[config.mk]
export PLATFORM = sky130hd
export DESIGN_NAME = lcis_cell
export DESIGN_NICKNAME = d
export VERILOG_FILES = /design/src/core/lcis_cell.v /design/src/core/lcis_gate.v /design/src/core/lcis_input_mux.v
export VERILOG_INCLUDE_DIRS = /design/src /design/src/core
export SDC_FILE = /design/constraint.sdc
export NUM_CORES = 1
export LEC_CHECK = 0
export BUFFER_PORTS_ARGS = -buffer_cell sky130_fd_sc_hd__buf_4
export CAP_MARGIN = 5
export CORE_UTILIZATION = 41
export CTS_CLUSTER_SIZE = 8
export DETAILED_ROUTE_END_ITERATION = 12
export GPL_TIMING_DRIVEN = 0
export HOLD_SLACK_MARGIN = 0.02
export MAX_ROUTING_LAYER = met4
export SLEW_MARGIN = 30
export SYNTH_ARGS = -nofsm -noshare
export SYNTH_HDL_FRONTEND = slang
export SYNTH_SLANG_ARGS = --single-unit
[constraint.sdc]
create_clock -name i_clk -period 7.3 [get_ports i_clk]
set_clock_uncertainty 0.2 [all_clocks]
set_input_delay 0.365 -clock i_clk [delete_from_list [all_inputs] [get_ports i_clk]]
set_output_delay 0.365 -clock i_clk [all_outputs]
set_load 0.05 [all_outputs]
[src/core/lcis_defs.vh]
// constants for the logic cell: register map, field positions, reset values, modes
// assumes byte addresses on a 32-bit wishbone bus, one register per aligned word
`ifndef LCIS_DEFS_VH
`define LCIS_DEFS_VH

`define LCIS_ADR_W        8
`define LCIS_ADR_CTRL     8'h00
`define LCIS_ADR_SEL0     8'h04
`define LCIS_ADR_SEL1     8'h08
`define LCIS_ADR_SEL2     8'h0c
`define LCIS_ADR_SEL3     8'h10
`define LCIS_ADR_GATE0    8'h14
`define LCIS_ADR_GATE1    8'h18
`define LCIS_ADR_GATE2    8'h1c
`define LCIS_ADR_GATE3    8'h20
`define LCIS_ADR_POL      8'h24
`define LCIS_ADR_STAT     8'h28
`define LCIS_ADR_MASK     8'h2c

`define LCIS_CTRL_RST     8'h00
`define LCIS_CTRL_EN      7
`define LCIS_CTRL_OUT     5
`define LCIS_CTRL_RSVD    6
`define LCIS_CTRL_RISE    4
`define LCIS_CTRL_FALL    3
`define LCIS_MODE_HI      2
`define LCIS_MODE_LO      0
`define LCIS_POL_OUT      7
`define LCIS_POL_GATE_HI  3
`define LCIS_POL_GATE_LO  0
`define LCIS_STAT_IRQ     0
`define LCIS_STAT_RST     1'h0
`define LCIS_MASK_RST     1'h0

`define LCIS_SEL_W        5
`define LCIS_NUM_IN       32
`define LCIS_NUM_LINES    4
`define LCIS_NUM_ASYNC    8

`define LCIS_MODE_ANDOR   3'h0
`define LCIS_MODE_ORXOR   3'h1
`define LCIS_MODE_AND4    3'h2
`define LCIS_MODE_SR      3'h3
`define LCIS_MODE_DSR     3'h4
`define LCIS_MODE_DR      3'h5
`define LCIS_MODE_JKR     3'h6
`define LCIS_MODE_LATSR   3'h7

`endif

[src/core/lcis_cell.v]
// configurable logic cell: input selection, gating, logic function, output polarity
// assumes a classic wishbone master on i_clk; pins and oscillator clocks are async
//
// How it works
// - 32 inputs reduce to four lines, one function
// - four independent 32-way multiplexers feed gating
// - each multiplexer has its own 5-bit select
// - codes 0-3 route the four cell pins
// - codes 4-7 route cell outputs one to four
// - codes 8-19 route the listed peripheral signals
// - codes 20-31 route serial, timers, flag, clocks
// - stages: selection, gating, function, output polarity
// - every stage setting writable at run time
// - output goes to peripherals and a pin
// - eight functions, combinational and storage forms
// - gates and true or inverted lines, optional invert
// - output polarity bit inverts function result
// - rising and falling edges each may flag
// - reset clears control, irq status and mask; keeps selection, gating, polarity
`timescale 1ns/1ps
`include "lcis_defs.vh"
module lcis_cell (
  input  wire        i_clk,
  input  wire        i_rst_n,
  input  wire        i_ce,
  input  wire        i_wb_cyc,
  input  wire        i_wb_stb,
  input  wire        i_wb_we,
  input  wire [7:0]  i_wb_adr,
  input  wire [31:0] i_wb_dat,
  input  wire [3:0]  i_wb_sel,
  output reg  [31:0] o_wb_dat,
  output reg         o_wb_ack,
  input  wire [3:0]  i_cell_pin_input,
  input  wire [3:0]  i_cell_outputs,
  input  wire        i_comparator1_synced,
  input  wire        i_comparator2_synced,
  input  wire        i_waveform_gen_out_a,
  input  wire        i_waveform_gen_out_b,
  input  wire        i_capture1_output,
  input  wire        i_capture2_output,
  input  wire        i_pulse_width3_output,
  input  wire        i_pulse_width4_output,
  input  wire        i_sync_serial_clock,
  input  wire        i_sync_serial_data,
  input  wire        i_numeric_osc_output,
  input  wire        i_zero_cross_output,
  input  wire        i_async_serial_tx_clock,
  input  wire        i_async_serial_data,
  input  wire        i_timer4_period_hit,
  input  wire        i_timer6_period_hit,
  input  wire        i_timer0_wrap,
  input  wire        i_timer1_wrap,
  input  wire        i_timer2_period_hit,
  input  wire        i_pin_change_flag,
  input  wire        i_converter_rc_clock,
  input  wire        i_slow_internal_osc,
  input  wire        i_fast_internal_osc,
  input  wire        i_system_clock,
  output wire        o_cell_out,
  output wire        o_cell_pin_out,
  output wire        o_irq
);

  // ---------------------------------------------------------------- registers
  reg  [7:0] cell_control_reg;
  reg  [4:0] input_select_reg0;
  reg  [4:0] input_select_reg1;
  reg  [4:0] input_select_reg2;
  reg  [4:0] input_select_reg3;
  reg  [7:0] gate_select_reg0;
  reg  [7:0] gate_select_reg1;
  reg  [7:0] gate_select_reg2;
  reg  [7:0] gate_select_reg3;
  reg  [7:0] polarity_reg;
  reg        irq_status_reg;
  reg        irq_mask_reg;
  reg        cell_out_reg;
  reg        store_reg;
  reg        clk_gate_prev_reg;

  reg  [`LCIS_NUM_ASYNC-1:0] sync1_reg;
  reg  [`LCIS_NUM_ASYNC-1:0] sync2_reg;

  wire       bus_req;
  wire       wr_en;
  wire       rd_en;
  wire       cell_enable;
  wire [2:0] cell_mode;
  wire       rise_irq_enable;
  wire       fall_irq_enable;
  wire       cell_output_invert;

  assign bus_req            = i_wb_cyc & i_wb_stb & ~o_wb_ack;
  // only the low byte lane carries register data
  assign wr_en              = i_ce & bus_req & i_wb_we & i_wb_sel[0];
  assign rd_en              = i_ce & bus_req & ~i_wb_we;
  assign cell_enable        = cell_control_reg[`LCIS_CTRL_EN];
  assign cell_mode          = cell_control_reg[`LCIS_MODE_HI:`LCIS_MODE_LO];
  assign rise_irq_enable    = cell_control_reg[`LCIS_CTRL_RISE];
  assign fall_irq_enable    = cell_control_reg[`LCIS_CTRL_FALL];
  assign cell_output_invert = polarity_reg[`LCIS_POL_OUT];

  // ------------------------------------------------------- input resynchronisers
  // pins and oscillator clocks come from outside i_clk; a clock input is only
  // seen as well as i_clk can sample it, so fast oscillators alias
  wire [`LCIS_NUM_ASYNC-1:0] async_in;
  assign async_in = {i_system_clock, i_fast_internal_osc, i_slow_internal_osc,
                     i_converter_rc_clock, i_cell_pin_input};

  genvar s;
  generate
    for (s = 0; s < `LCIS_NUM_ASYNC; s = s + 1) begin : g_sync
      always @(posedge i_clk or negedge i_rst_n) begin
        if (!i_rst_n) begin
          sync1_reg[s] <= 1'b0;
          sync2_reg[s] <= 1'b0;
        end else if (i_ce) begin
          sync1_reg[s] <= async_in[s];
          sync2_reg[s] <= sync1_reg[s];
        end
      end
    end
  endgenerate

  // ------------------------------------------------------------ input vector
  wire [`LCIS_NUM_IN-1:0] cell_input_vector;
  assign cell_input_vector = {
    sync2_reg[7:4],
    i_pin_change_flag, i_timer2_period_hit,
    i_timer1_wrap, i_timer0_wrap,
    i_timer6_period_hit, i_timer4_period_hit,
    i_async_serial_data, i_async_serial_tx_clock,
    i_zero_cross_output, i_numeric_osc_output,
    i_sync_serial_data, i_sync_serial_clock,
    i_pulse_width4_output, i_pulse_width3_output,
    i_capture2_output, i_capture1_output,
    i_waveform_gen_out_b, i_waveform_gen_out_a,
    i_comparator2_synced, i_comparator1_synced,
    i_cell_outputs,
    sync2_reg[3:0]
  };

  // ------------------------------------------------------------ data selection
  wire [`LCIS_SEL_W*`LCIS_NUM_LINES-1:0] line_select_code;
  wire [`LCIS_NUM_LINES-1:0]             lines;
  assign line_select_code = {input_select_reg3, input_select_reg2,
                             input_select_reg1, input_select_reg0};

  genvar m;
  generate
    for (m = 0; m < `LCIS_NUM_LINES; m = m + 1) begin : g_mux
      lcis_input_mux u_mux (
        .i_cell_input_vector (cell_input_vector),
        .i_line_select_code  (line_select_code[`LCIS_SEL_W*m +: `LCIS_SEL_W]),
        .o_line              (lines[m])
      );
    end
  endgenerate

  // --------------------------------------------------------------- data gating
  wire [8*`LCIS_NUM_LINES-1:0] gate_enables;
  wire [`LCIS_NUM_LINES-1:0]   gates;
  assign gate_enables = {gate_select_reg3, gate_select_reg2,
                         gate_select_reg1, gate_select_reg0};

  genvar g;
  generate
    for (g = 0; g < `LCIS_NUM_LINES; g = g + 1) begin : g_gate
      lcis_gate u_gate (
        .i_lines   (lines),
        .i_enables (gate_enables[8*g +: 8]),
        .i_invert  (polarity_reg[`LCIS_POL_GATE_LO + g]),
        .o_gate    (gates[g])
      );
    end
  endgenerate

  // ------------------------------------------------------------ logic function
  // gate 1 is the clock or latch enable of the storage forms other than SR; its edge is
  // taken against i_clk, so a storage form never sees two edges per cycle
  wire clk_rise;
  assign clk_rise = gates[0] & ~clk_gate_prev_reg;

  reg comb_fn;
  reg store_next;
  reg fn_out;
  always @* begin
    comb_fn    = 1'b0;
    store_next = store_reg;
    case (cell_mode)
      `LCIS_MODE_ANDOR: begin
        comb_fn = (gates[0] & gates[1]) | (gates[2] & gates[3]);
      end
      `LCIS_MODE_ORXOR: begin
        comb_fn = (gates[0] | gates[1]) ^ (gates[2] | gates[3]);
      end
      `LCIS_MODE_AND4: begin
        comb_fn = &gates;
      end
      `LCIS_MODE_SR: begin
        // reset dominates when both are asked for
        if (gates[2] | gates[3])
          store_next = 1'b0;
        else if (gates[0] | gates[1])
          store_next = 1'b1;
      end
      `LCIS_MODE_DSR: begin
        if (gates[2])
          store_next = 1'b0;
        else if (gates[3])
          store_next = 1'b1;
        else if (clk_rise)
          store_next = gates[1];
      end
      `LCIS_MODE_DR: begin
        if (gates[2] | gates[3])
          store_next = 1'b0;
        else if (clk_rise)
          store_next = gates[1];
      end
      `LCIS_MODE_JKR: begin
        if (gates[2])
          store_next = 1'b0;
        else if (clk_rise) begin
          case ({gates[1], gates[3]})
            2'b10:   store_next = 1'b1;
            2'b01:   store_next = 1'b0;
            2'b11:   store_next = ~store_reg;
            default: store_next = store_reg;
          endcase
        end
      end
      `LCIS_MODE_LATSR: begin
        if (gates[2])
          store_next = 1'b0;
        else if (gates[3])
          store_next = 1'b1;
        else if (gates[0])
          store_next = gates[1];
      end
      default: begin
        comb_fn = 1'b0;
      end
    endcase
    if (cell_mode == `LCIS_MODE_ANDOR || cell_mode == `LCIS_MODE_ORXOR ||
        cell_mode == `LCIS_MODE_AND4)
      fn_out = comb_fn;
    else
      fn_out = store_next;
  end

  // ----------------------------------------------------------- output polarity
  // a disabled cell drives low, so nothing undefined leaves before setup
  wire cell_out_next;
  assign cell_out_next = cell_enable & (fn_out ^ cell_output_invert);

  wire edge_rise;
  wire edge_fall;
  wire irq_event;
  assign edge_rise = cell_out_next & ~cell_out_reg;
  assign edge_fall = ~cell_out_next & cell_out_reg;
  // a polarity change while enabled flags like any other output edge
  assign irq_event = (edge_rise & rise_irq_enable) | (edge_fall & fall_irq_enable);

  assign o_cell_out     = cell_out_reg;
  assign o_cell_pin_out = cell_out_reg;
  assign o_irq          = irq_status_reg & irq_mask_reg;

  always @(posedge i_clk or negedge i_rst_n) begin
    if (!i_rst_n) begin
      cell_out_reg      <= 1'b0;
      store_reg         <= 1'b0;
      clk_gate_prev_reg <= 1'b0;
    end else if (i_ce) begin
      cell_out_reg      <= cell_out_next;
      store_reg         <= cell_enable ? store_next : 1'b0;
      clk_gate_prev_reg <= gates[0];
    end
  end

  // ------------------------------------------------------- control and status
  always @(posedge i_clk or negedge i_rst_n) begin
    if (!i_rst_n) begin
      cell_control_reg <= `LCIS_CTRL_RST;
      irq_status_reg   <= `LCIS_STAT_RST;
      irq_mask_reg     <= `LCIS_MASK_RST;
    end else if (i_ce) begin
      if (wr_en && i_wb_adr == `LCIS_ADR_CTRL) begin
        cell_control_reg <= i_wb_dat[7:0];
        cell_control_reg[`LCIS_CTRL_OUT] <= 1'b0;
        cell_control_reg[`LCIS_CTRL_RSVD] <= 1'b0;
      end
      if (wr_en && i_wb_adr == `LCIS_ADR_MASK)
        irq_mask_reg <= i_wb_dat[`LCIS_STAT_IRQ];
      // a new edge in the cycle of the clearing read still sets the flag
      if (irq_event)
        irq_status_reg <= 1'b1;
      else if (rd_en && i_wb_adr == `LCIS_ADR_STAT)
        irq_status_reg <= 1'b0;
    end
  end

  // selection, gating and polarity keep their values through reset and power
  // up undefined, so software must load them before enabling the cell
  always @(posedge i_clk) begin
    if (i_ce && wr_en) begin
      case (i_wb_adr)
        `LCIS_ADR_SEL0:  input_select_reg0 <= i_wb_dat[`LCIS_SEL_W-1:0];
        `LCIS_ADR_SEL1:  input_select_reg1 <= i_wb_dat[`LCIS_SEL_W-1:0];
        `LCIS_ADR_SEL2:  input_select_reg2 <= i_wb_dat[`LCIS_SEL_W-1:0];
        `LCIS_ADR_SEL3:  input_select_reg3 <= i_wb_dat[`LCIS_SEL_W-1:0];
        `LCIS_ADR_GATE0: gate_select_reg0  <= i_wb_dat[7:0];
        `LCIS_ADR_GATE1: gate_select_reg1  <= i_wb_dat[7:0];
        `LCIS_ADR_GATE2: gate_select_reg2  <= i_wb_dat[7:0];
        `LCIS_ADR_GATE3: gate_select_reg3  <= i_wb_dat[7:0];
        `LCIS_ADR_POL:   polarity_reg      <= i_wb_dat[7:0];
        default: begin
        end
      endcase
    end
  end

  // ------------------------------------------------------------ wishbone reads
  reg [7:0] rd_byte;
  always @* begin
    rd_byte = 8'h00;
    case (i_wb_adr)
      `LCIS_ADR_CTRL: begin
        rd_byte = cell_control_reg;
        rd_byte[`LCIS_CTRL_OUT] = cell_out_reg;
      end
      `LCIS_ADR_SEL0:  rd_byte = {3'h0, input_select_reg0};
      `LCIS_ADR_SEL1:  rd_byte = {3'h0, input_select_reg1};
      `LCIS_ADR_SEL2:  rd_byte = {3'h0, input_select_reg2};
      `LCIS_ADR_SEL3:  rd_byte = {3'h0, input_select_reg3};
      `LCIS_ADR_GATE0: rd_byte = gate_select_reg0;
      `LCIS_ADR_GATE1: rd_byte = gate_select_reg1;
      `LCIS_ADR_GATE2: rd_byte = gate_select_reg2;
      `LCIS_ADR_GATE3: rd_byte = gate_select_reg3;
      `LCIS_ADR_POL:   rd_byte = {polarity_reg[`LCIS_POL_OUT], 3'h0,
                                  polarity_reg[`LCIS_POL_GATE_HI:`LCIS_POL_GATE_LO]};
      `LCIS_ADR_STAT:  rd_byte = {7'h00, irq_status_reg};
      `LCIS_ADR_MASK:  rd_byte = {7'h00, irq_mask_reg};
      default:         rd_byte = 8'h00;
    endcase
  end

  // one wait state: ack and data register on the edge that takes the request;
  // unmapped addresses are acknowledged and read as zero
  always @(posedge i_clk or negedge i_rst_n) begin
    if (!i_rst_n) begin
      o_wb_ack <= 1'b0;
      o_wb_dat <= 32'h00000000;
    end else if (i_ce) begin
      o_wb_ack <= bus_req;
      if (rd_en)
        o_wb_dat <= {24'h000000, rd_byte};
    end
  end

endmodule

[src/core/lcis_gate.v]
// one data gate: any mix of the four lines, each true or inverted, plus polarity
// assumes enable byte pairs per line: bit 2k takes line k inverted, bit 2k+1 true
`timescale 1ns/1ps
`include "lcis_defs.vh"
module lcis_gate (
  input  wire [`LCIS_NUM_LINES-1:0]   i_lines,
  input  wire [2*`LCIS_NUM_LINES-1:0] i_enables,
  input  wire                         i_invert,
  output wire                         o_gate
);
  wire [2*`LCIS_NUM_LINES-1:0] terms;
  genvar k;
  generate
    for (k = 0; k < `LCIS_NUM_LINES; k = k + 1) begin : g_term
      assign terms[2*k]   = i_enables[2*k] & ~i_lines[k];
      assign terms[2*k+1] = i_enables[2*k+1] & i_lines[k];
    end
  endgenerate
  // or of the selected terms is the de morgan form of the and of their complements;
  // with nothing enabled the gate rests at its polarity bit
  assign o_gate = (|terms) ^ i_invert;
endmodule

[src/core/lcis_input_mux.v]
// one 32-way data selection multiplexer of the logic cell
// assumes the input vector is already in the cell's clock domain
`timescale 1ns/1ps
`include "lcis_defs.vh"
module lcis_input_mux (
  input  wire [`LCIS_NUM_IN-1:0] i_cell_input_vector,
  input  wire [`LCIS_SEL_W-1:0]  i_line_select_code,
  output wire                    o_line
);
  // code value is the index of the chosen input; no register on the path
  assign o_line = i_cell_input_vector[i_line_select_code];
endmodule

==> impl_metrics.json, run 1 <==
{
  "max_stage_delay_ns": 0.53,
  "grt-ovfl-total": 0,
  "path_cells": "nor2_1 -> a211oi_1 -> and3_1 -> a31oi_1 -> nand3_1 -> and2_1 -> a41oi_1 -> a211oi_2 -> or4_4 -> a32oi_2 -> a22oi_2 -> o211ai_1 -> o211ai_2",
  "ff2ff_setup_slack_ns": 3.09,
  "io_buffers": 65,
  "worst_pin_slew_ns": 0.858,
  "ir_drop_v": 0.000115,
  "hold_viol_final": 0,
  "synth_area_per_cell_um2": 10.7,
  "first_global_vias": 4700,
  "synth_fa_ha_area_share_pct": 0,
  "crit_family": "compound AO/OA/AOI/OAI gates",
  "h-tree-depth": 3,
  "cts_tree": "yes",
  "min_delay_path_depth": 2,
  "finalSetupViolations": 0,
  "holdCritPathClass": "input pin to flop",
  "synth_enable_flop_cells": 57,
  "reg2reg_depth": 13,
  "cts.sinks": 93,
  "drv_slew": 0,
  "max_freq_ghz": 0.238,
  "dr.first_iter.drc_count": 460,
  "maxCapViolations": 0,
  "worst_slack_ns": 3.09,
  "dp_cells": 801,
  "synth_top_area_share_pct": 29.7,
  "fin_crit_sh_pct": 57.7,
  "synth_top_family_by_area": "multiplexers",
  "nets": 721,
  "min_to": "sync1_reg[5]",
  "min_from": "i_slow_internal_osc",
  "synth_area_leaders": "edfxtp_1 (30%), dfrtp_1 (16%), mux2i_1 (12%), mux2_2 (3.9%), a22oi_1 (3.6%)",
  "r2r-start": "input_select_reg3[0]",
  "pin_count": 118,
  "syn_area_um2": 5760,
  "synth_cells": 536,
  "nFillCells": 1266,
  "cp-end-kind": "flop",
  "post_route_cells_drive_above_1_share_pct": 24.5,
  "crit_required_ns": 7.34,
  "regArea_um2": 2610,
  "ys_seq_elements": 93,
  "muxShareOfSynthArea_pct": 16.3,
  "critPathMaxFanout": 5,
  "crit_slowest_cell": "or4_4",
  "yosysTopAreaCell": "edfxtp_1",
  "drc": 0,
  "rows": 42,
  "finalPower_uw": 1260,
  "p_per_area_nw_per_um2": 181,
  "dpl_worst_slack_ns": 3.20,
  "synth-main-ff-cell": "edfxtp_1",
  "multiInputGateArea_um2": 2880,
  "crit_type": "flop to flop",
  "track_usage_pct": 26.7,
  "start_util_pct": 42.8,
  "path_buf_inv": 0,
  "cts_inserted_buffers": 9,
  "synthArstFlopShare_pct": 38.7,
  "dieHeight_um": 121,
  "worst_setup_path_start_kind": "flop",
  "ctsLongestPathBuffers": 2,
  "rsz0062_at_grt": "no",
  "post_cts_buffers": 0,
  "rr_endpoint": "irq_status_reg",
  "firstDrtPassIters": 7,
  "seq_area_frac_synth_pct": 45.4,
  "grt_pass1_wl_um": 27400,
  "synth_cell_types": 63,
  "globalplace.congestion": 0.987,
  "synth_compound_area_share_pct": 16.2,
  "wire_per_inst_um": 21.9,
  "antenna_cells": 0,
  "viasPerCell": 5.91,
  "die_w_um": 121,
  "p_leak_uw": 0.00293,
  "grt_max_degree": 37,
  "final_cells": 820,
  "antenna_found_initial": 0,
  "critPathArrivalTime_ns": 4.25,
  "fin_setup_tns_ns": 0,
  "relSlewSlack_pct": 42.5,
  "synth_simple_gate_area_share_pct": 15.3,
  "clk_latency_ns": 0.36,
  "area_growth_pct": 20.8,
  "wl_um": 18000,
  "status": "finished clean",
  "fin_crit_ns": 4.21,
  "core_um2": 13500,
  "yosys_warnings": 0,
  "antenna_left": 0,
  "dieArea_um2": 14500,
  "cts-root-buf": "clkbuf_16",
  "synth_xor_area_share_pct": 0.304,
  "vias": 4843,
  "dp_hpwl_um": 13800,
  "path_clk_slew_ns": 0.07,
  "cp_num_cells": 13
}
-- how the worst max path moves through the flow --
| stage | from | to | slack (ns) |
|---|---|---|---|
| after floorplan | input_select_reg2[1] | irq_status_reg | 3.83 |
| after global placement | input_select_reg1[2] | irq_status_reg | 3.21 |
| after detailed placement | input_select_reg1[2] | irq_status_reg | 3.20 |
| after CTS | input_select_reg3[0] | irq_status_reg | 3.16 |
| after global routing | input_select_reg1[2] | o_cell_out | 2.88 |
| final | input_select_reg3[0] | irq_status_reg | 3.09 |
-- power breakdown --
| part | switching, uW | leakage, uW | internal [uW] |
|---|---|---|---|
| Combinational | 82.7 | 0.00181 | 60.0 |
| Sequential | 13.1 | 0.000959 | 571 |
| Clock | 215 | 0.000163 | 318 |
| Total | 310 | 0.00293 | 950 |
-- per-layer routing --
metal / part of all wire [%] / GRT usage, % / up-vias
li1: - / - / 2215
met1: 45 / 36.9 / 2344
met2: 44 / 40.1 / 249
met3: 8.9 / 4.95 / 35
met4: 2.1 / 7.48 / 0
met5: 0 / - / -
-- placed cells by master, fill, tap and decap left out, types with 3 or more instances in the layout --
| master | n |
|---|---|
| nor2b_1 | 8 |
| nand3_1 | 26 |
| a41oi_1 | 3 |
| inv_1 | 13 |
| a22o_1 | 7 |
| o21ai_1 | 4 |
| a31oi_1 | 6 |
| edfxtp_1 | 57 |
| a21o_1 | 4 |
| buf_6 | 7 |
| dfrtp_1 | 36 |
| and3_1 | 5 |
| clkbuf_16 | 11 |
| clkbuf_1 | 9 |
| a211oi_1 | 4 |
| nand2_1 | 41 |
| conb_1 | 24 |
| nor3_2 | 5 |
| a21oi_1 | 17 |
| a31o_2 | 3 |
| nand3b_1 | 3 |
| o22ai_1 | 3 |
| nand2b_1 | 11 |
| and2_1 | 14 |
| nand4_1 | 5 |
| nor2_1 | 23 |
| o21ai_0 | 17 |
| mux2_2 | 20 |
| or2_2 | 3 |
| a221oi_1 | 9 |
| nor3_1 | 8 |
| dlygate4sd3_1 | 3 |
| mux2i_1 | 71 |
| and4b_1 | 4 |
| a22oi_1 | 28 |
| buf_4 | 93 |
-- synthesized netlist by cell type, types with 6 or more instances --
master and instances:
a21oi_1 17, inv_1 13, mux2_2 20, a22oi_1 28
and2_1 14, nor2b_1 8, mux2i_1 71, nor2_1 23
a22o_1 7, dfrtp_1 36, o21ai_0 17, nand3_1 26
a31oi_1 6, clkbuf_1 8, buf_6 7, edfxtp_1 57
a221oi_1 9, nand2_1 41, buf_4 27, nor3_1 13
nand2b_1 11
-- timing repair --
| item | in CTS | in global routing |
|---|---|---|
| hold endpoints to repair | 44 | 0 |
| resized for setup | 0 | 0 |
| hold buffers | 3 | 0 |
-- through the flow --
step / util, % / hold slack (ns) / instance area (um^2)
detailed placement: 48.9 / 0.178 / 6580
floorplan: - / -0.131 / 5850
finish: 51.7 / 0.0363 / 6960
global route: 51.7 / 0.0403 / 6960
global placement: 48.7 / 0.165 / 6550
CTS: 51.7 / 0.0275 / 6950
-- kinds of logic (layout without fill, tap and decap cells) --
logic type / after synthesis / count (layout)
flip-flops: 93 / 93
XOR/XNOR: 2 / 2
buffers and inverters: 56 / 141
AND/OR/NAND/NOR: 167 / 167
AO/OA/AOI/OAI: 126 / 126
other: 1 / 24
multiplexers: 91 / 91
-- area by class of cell --
type,count,area share (%)
inverter,13,0.702
sequential,93,37.6
clock buffer,13,4.21
buffer,43,4.77
multi-input combinational,410,41.4
tap,176,3.17
timing repair buffer,69,7.56
clock inverter,3,0.666
-- worst register-to-register path, stage by stage (launching register included) --
cell,delay (ns)
edfxtp_1,0.49
nor2_1,0.41
a211oi_1,0.15
and3_1,0.25
a31oi_1,0.39
nand3_1,0.18
and2_1,0.19
a41oi_1,0.40
a211oi_2,0.13
or4_4,0.53
a32oi_2,0.30
a22oi_2,0.13
o211ai_1,0.24
o211ai_2,0.10
(Power assumes the default switching activity.)
==> run 2, diff against run 1 <==
- clock period: 7.3 -> 3.9 ns (I/O delays scaled with it)
==> run 2 against run 1 <==
Compared with the run above: first-iteration DRC count increased by 1.1%; clock power rose by 88%; routed wire length up 2.2%; cell count rose by 3.7%; global-route usage increased by 0.23 points; combinational power up 100%; count of clock-buffer cells in the layout stayed put; power grew 89%.
==> impl_metrics.json, run 2 (same netlist as run 1, synthesis figures left out) <==
{
  "dieArea_um2": 14500,
  "power.switching_uw": 593,
  "critPathMaxFanout": 5,
  "vias": 4941,
  "holdCritPathClass": "input pin to flop",
  "fin_util_pct": 55.6,
  "max_stage_delay_ns": 0.52,
  "first_global_vias": 4789,
  "hold_viol_final": 0,
  "firstDrtPassIters": 5,
  "crit_family": "compound AO/OA/AOI/OAI gates",
  "status": "finished clean",
  "cp-end-kind": "flop",
  "fin_setup_tns_ns": 0,
  "start_util_pct": 42.8,
  "relSlewSlack_pct": 40.8,
  "io_buffers": 65,
  "max_freq_ghz": 0.265,
  "viasPerCell": 5.81,
  "path_buf_inv": 1,
  "dr.first_iter.drc_count": 465,
  "maxCapViolations": 0,
  "worst_pin_slew_ns": 0.884,
  "cts-root-buf": "clkbuf_16",
  "design_area_um2": 7480,
  "path_cells": "and2_4 -> a22oi_1 -> and3_4 -> a31o_2 -> nor2_1 -> mux2i_2 -> buf_4 -> a41oi_4 -> o22ai_1 -> xnor2_1 -> a32o_1 -> a221o_2 -> o21a_1 -> o211ai_2",
  "dieHeight_um": 121,
  "core_um2": 13500,
  "worst_setup_path_start_kind": "flop",
  "area_growth_pct": 29.9,
  "cts.sinks": 93,
  "p_leak_uw": 0.00310,
  "drv_slew": 0,
  "crit_type": "flop to flop",
  "drc": 0,
  "holdWs_ns": 0.116,
  "globalplace.congestion": 0.987,
  "p_int_uw": 1790,
  "place_area_um2": 6580,
  "swShare_pct": 24.9,
  "post_route_cells_drive_above_1_share_pct": 32.2,
  "ctsLongestPathBuffers": 2,
  "path_clk_slew_ns": 0.07,
  "h-tree-depth": 3,
  "power_frac_seq_pct": 45.9,
  "antenna_found_initial": 0,
  "p_per_area_nw_per_um2": 319,
  "grt_max_degree": 37,
  "wire_per_inst_um": 21.6,
  "die_w_um": 121,
  "power_frac_clock_pct": 41.9,
  "track_usage_pct": 26.9,
  "finalPower_uw": 2380,
  "critPathArrivalTime_ns": 3.87,
  "clk_latency_ns": 0.37,
  "antenna_left": 0,
  "grt_pass1_wl_um": 27700,
  "cts_inserted_buffers": 9,
  "ir_drop_v": 0.000219,
  "fin_crit_ns": 3.77,
  "rows": 42,
  "wl_um": 18400,
  "final_common_cell": "buf_4",
  "crit_slowest_cell": "edfxtp_1",
  "pin_count": 118,
  "grt-ovfl-total": 0,
  "mostFrequentLayoutCells": "buf_4 (105), mux2i_1 (65), edfxtp_1 (57), nand2_1 (37), dfrtp_1 (36)",
  "finalSetupViolations": 0,
  "crit_required_ns": 3.99,
  "pwr-share-comb_pct": 12.2,
  "fin_crit_sh_pct": 96.8,
  "nets": 751,
  "cts_tree": "yes",
  "dp_hpwl_um": 13800,
  "antenna_cells": 0
}
[run 2: cell types whose count changed in the layout (fill, tap and decap cells not counted), moves of 6 or more]
cell           change
mux2i_2            +6
mux2i_1            -6
buf_4             +12
dlygate4sd3_1     +16
nor2b_1            -7
nor2_1             -6
[run 2: path summary, 6_finish.rpt]
check / slack (ns) / to / depth (start not counted) / start
worst min register to register: 0.28 / o_wb_dat[1] / 1 / o_wb_dat[1]
min in group asynchronous: 0.14 / cell_control_reg[4] / 2 / i_rst_n
worst min-delay path: 0.12 / store_reg / 3 / i_ce
worst max register to register: 0.13 / irq_status_reg / 14 / input_select_reg1[0]
max in group asynchronous: 3.00 / o_wb_dat[6] / 2 / i_rst_n
worst max-delay path: 0.13 / irq_status_reg / 14 / input_select_reg1[0]
[run 2: per-stage QoR]
step                cells  setup WS, ns
detailed placement    801        -0.200
floorplan             559         0.431
finish                850         0.126
global placement      800        -0.188
global route          850       -0.0327
CTS                   836        0.0187
[run 2: power by group through the flow]
| stage | logic (uW) | clock network, uW | registers (uW) |
|---|---|---|---|
| after floorplan | 161 | 0 | 1110 |
| after global placement | 257 | 0 | 1110 |
| after detailed placement | 264 | 0 | 1110 |
| after CTS | 280 | 1010 | 1090 |
| after global routing | 313 | 1040 | 1100 |
| final | 290 | 1000 | 1090 |
[run 2: layer usage]
| layer | track usage (%) | vias to the layer above | share of wire, % |
|---|---|---|---|
| met2 | 40.7 | 242 | 45 |
| met3 | 5.09 | 33 | 7.4 |
| met4 | 7.79 | 0 | 1.9 |
| met5 | - | - | 0 |
| li1 | - | 2279 | - |
| met1 | 36.9 | 2387 | 46 |
[run 2: what timing repair did]
| item | 4_1_cts | 5_1_grt |
|---|---|---|
| buffers inserted | 0 | 14 |
| pin swaps | 0 | 4 |
| hold buffers | 19 | 0 |
| resized for setup | 13 | 53 |
| endpoints found under the setup margin | 3 | 3 |
| endpoints found under the hold margin | 109 | 0 |
[run 2: tightest hold or removal path, cell delays in order]
cell	delay, ns
clkbuf_1	0.20
a21oi_1	0.18
nor2b_1	0.06
[run 2: cell type report]
| class | count | area (um^2) |
|---|---|---|
| flip-flops and latches | 93 | 2610 |
| plain buffers | 43 | 352 |
| repair buffers | 99 | 803 |
| clock buffers | 13 | 293 |
| well taps | 176 | 220 |
| clock inverters | 3 | 46.3 |
| inverters | 13 | 48.8 |
| fillers | 1233 | 5970 |
| multi-input cells | 410 | 3110 |
==> run 3, diff against run 2 <==
- ABC_AREA: unset -> 1
- CAP_MARGIN: 5 -> unset
==> run 3 against run 2 <==
Compared with the run above: power down 7.8%; worst hold slack lost 0.084 ns; critical path depth increased by 16; largest power group unchanged; critical endpoint unchanged.
==> impl_metrics.json, run 3 <==
{
  "yosys_warnings": 0,
  "synth-main-ff-cell": "edfxtp_1",
  "crit_slowest_cell": "edfxtp_1",
  "ys_seq_elements": 93,
  "yosysMostFrequentCell": "nand2_1",
  "critPathArrivalTime_ns": 3.40,
  "maxCapViolations": 0,
  "cp-end-kind": "flop",
  "mostFrequentLayoutCells": "nand2_1 (289), nand3_1 (133), buf_4 (94), edfxtp_1 (57), inv_1 (50)",
  "vias": 5754,
  "core_um2": 14000,
  "synth_area_per_cell_um2": 7.74,
  "first_global_vias": 5452,
  "synthArstFlopShare_pct": 38.7,
  "nets": 970,
  "worst_setup_path_start_kind": "flop",
  "firstDrtPassIters": 5,
  "path_clk_slew_ns": 0.07,
  "netlist_top_cells_count": "nand2_1 (289), nand3_1 (133), edfxtp_1 (57)",
  "wire_per_inst_um": 18.9,
  "clk_latency_ns": 0.35,
  "dieHeight_um": 123,
  "dp_hpwl_um": 15500,
  "synth_cells": 770,
  "synth_area_leaders": "edfxtp_1 (29%), nand2_1 (18%), dfrtp_1 (15%), nand3_1 (11%), buf_4 (3.4%)",
  "fin_crit_sh_pct": 86.3,
  "globalplace.congestion": 0.979,
  "multiInputGateArea_um2": 2800,
  "critPathMaxFanout": 10,
  "fin_crit_ns": 3.37,
  "dieArea_um2": 15000,
  "cts_inserted_buffers": 9,
  "synth_top_area_share_pct": 28.7,
  "final_common_cell": "nand2_1",
  "fin_setup_tns_ns": 0,
  "post_route_cells_drive_above_1_share_pct": 20.4,
  "drc": 0,
  "io_buffers": 66,
  "grt-ovfl-total": 0,
  "h-tree-depth": 3,
  "viasPerCell": 5.36,
  "max_freq_ghz": 0.297,
  "max_stage_delay_ns": 0.39,
  "hold_viol_final": 0,
  "holdWs_ns": 0.0323,
  "fin_util_pct": 51.6,
  "cts_resized": 0,
  "antenna_cells": 0,
  "crit_required_ns": 3.93,
  "nFillCells": 1400,
  "p_leak_uw": 0.00341,
  "drv_slew": 0,
  "start_util_pct": 42.4,
  "grt_max_degree": 37,
  "ir_drop_v": 0.000241,
  "design_area_um2": 7240,
  "crit_type": "flop to flop",
  "rsz0062_at_grt": "no",
  "status": "finished clean",
  "synth_enable_flop_cells": 57,
  "pin_count": 118,
  "wl_um": 20300,
  "dr.first_iter.drc_count": 453,
  "relSlewSlack_pct": 44.1,
  "yosysTopAreaCell": "edfxtp_1",
  "p_per_area_nw_per_um2": 304,
  "ctsLongestPathBuffers": 2,
  "ff2ff_setup_slack_ns": 0.53,
  "cts-root-buf": "clkbuf_16",
  "antenna_left": 0,
  "crit_top_cell": "nand2_1",
  "cts_tree": "yes",
  "antenna_found_initial": 0,
  "finalSetupViolations": 0,
  "grt_pass1_wl_um": 30800,
  "post_cts_buffers": 0,
  "die_w_um": 123,
  "cts.sinks": 93,
  "worst_pin_slew_ns": 0.834,
  "regArea_um2": 2610,
  "area_growth_pct": 21.5,
  "synth_cell_types": 41,
  "seq_area_frac_synth_pct": 43.8,
  "rows": 43,
  "syn_area_um2": 5960,
  "track_usage_pct": 29.0,
  "holdCritPathClass": "input pin to flop",
  "place_area_um2": 6790
}
-- run 3: cell types whose count changed after synthesis, moves of 18 or more --
cell     change
nand3_1    +107
inv_1       +37
a22oi_1     -28
nand2_1    +248
mux2_2      -18
nand2_2     +21
mux2i_1     -71
-- run 3: critical path, delay by kind of cell (launching register included) --
family,cells,cell delay [ns]
buffers and inverters,4,0.48
DFF,1,0.39
and+or+nand+nor,26,2.16
-- run 3: cell families after synthesis --
kind of cell    Yosys count  synth area share (%)
simple gates            511                  38.9
buf+inv                 108                  10.8
flops                    93                  43.8
compound gates           55                  6.09
mux                       2                 0.378
other cells               1                0.0629
-- run 3: metrics by stage --
| stage | total power [uW] | worst slack, ns | std cells |
|---|---|---|---|
| 6_report | 2200 | 0.534 | 1073 |
| 5_1_grt | 2280 | 0.326 | 1073 |
| 4_1_cts | 2210 | 0.584 | 1073 |
| 3_5_place_dp | 1370 | 0.629 | 1040 |
| 3_3_place_gp | 1360 | 0.543 | 1039 |
| 2_1_floorplan | 1260 | 1.29 | 793 |
-- run 3: area by class of cell --
class	instances	area share [%]
buffer	47	5.30
tap	180	3.11
clock buffer	9	3.11
inverter	61	3.56
multi-input combinational	592	38.7
timing repair buffer	84	9.30
clock inverter	7	0.829
sequential	93	36.1
-- run 3: power by group --
| group | internal, uW | switching, uW |
|---|---|---|
| Clock | 441 | 395 |
| Sequential | 1070 | 24.0 |
| Combinational | 102 | 170 |
-- run 3: timing repair --
action                                  CTS  global route
hold endpoints to repair                105             0
hold buffers                             17             0
endpoints found under the setup margin    0             0
-- run 3: per-layer routing --
| metal | GRT usage, % | share of wire, % |
|---|---|---|
| met5 | - | 0 |
| met4 | 11.2 | 3.0 |
| met3 | 3.30 | 6.1 |
| met2 | 47.6 | 48 |
| met1 | 36.8 | 43 |
-- run 3: worst paths after layout --
kind / startpoint / end / cells after the start
min in group asynchronous: i_rst_n / cell_input_vector[30] / 2
min: i_ce / store_reg / 3
max reg2reg: input_select_reg0[0] / irq_status_reg / 30
max: input_select_reg0[0] / irq_status_reg / 30
min reg2reg: sync1_reg[5] / sync1_reg[5] / 2
max in group asynchronous: i_rst_n / irq_status_reg / 2
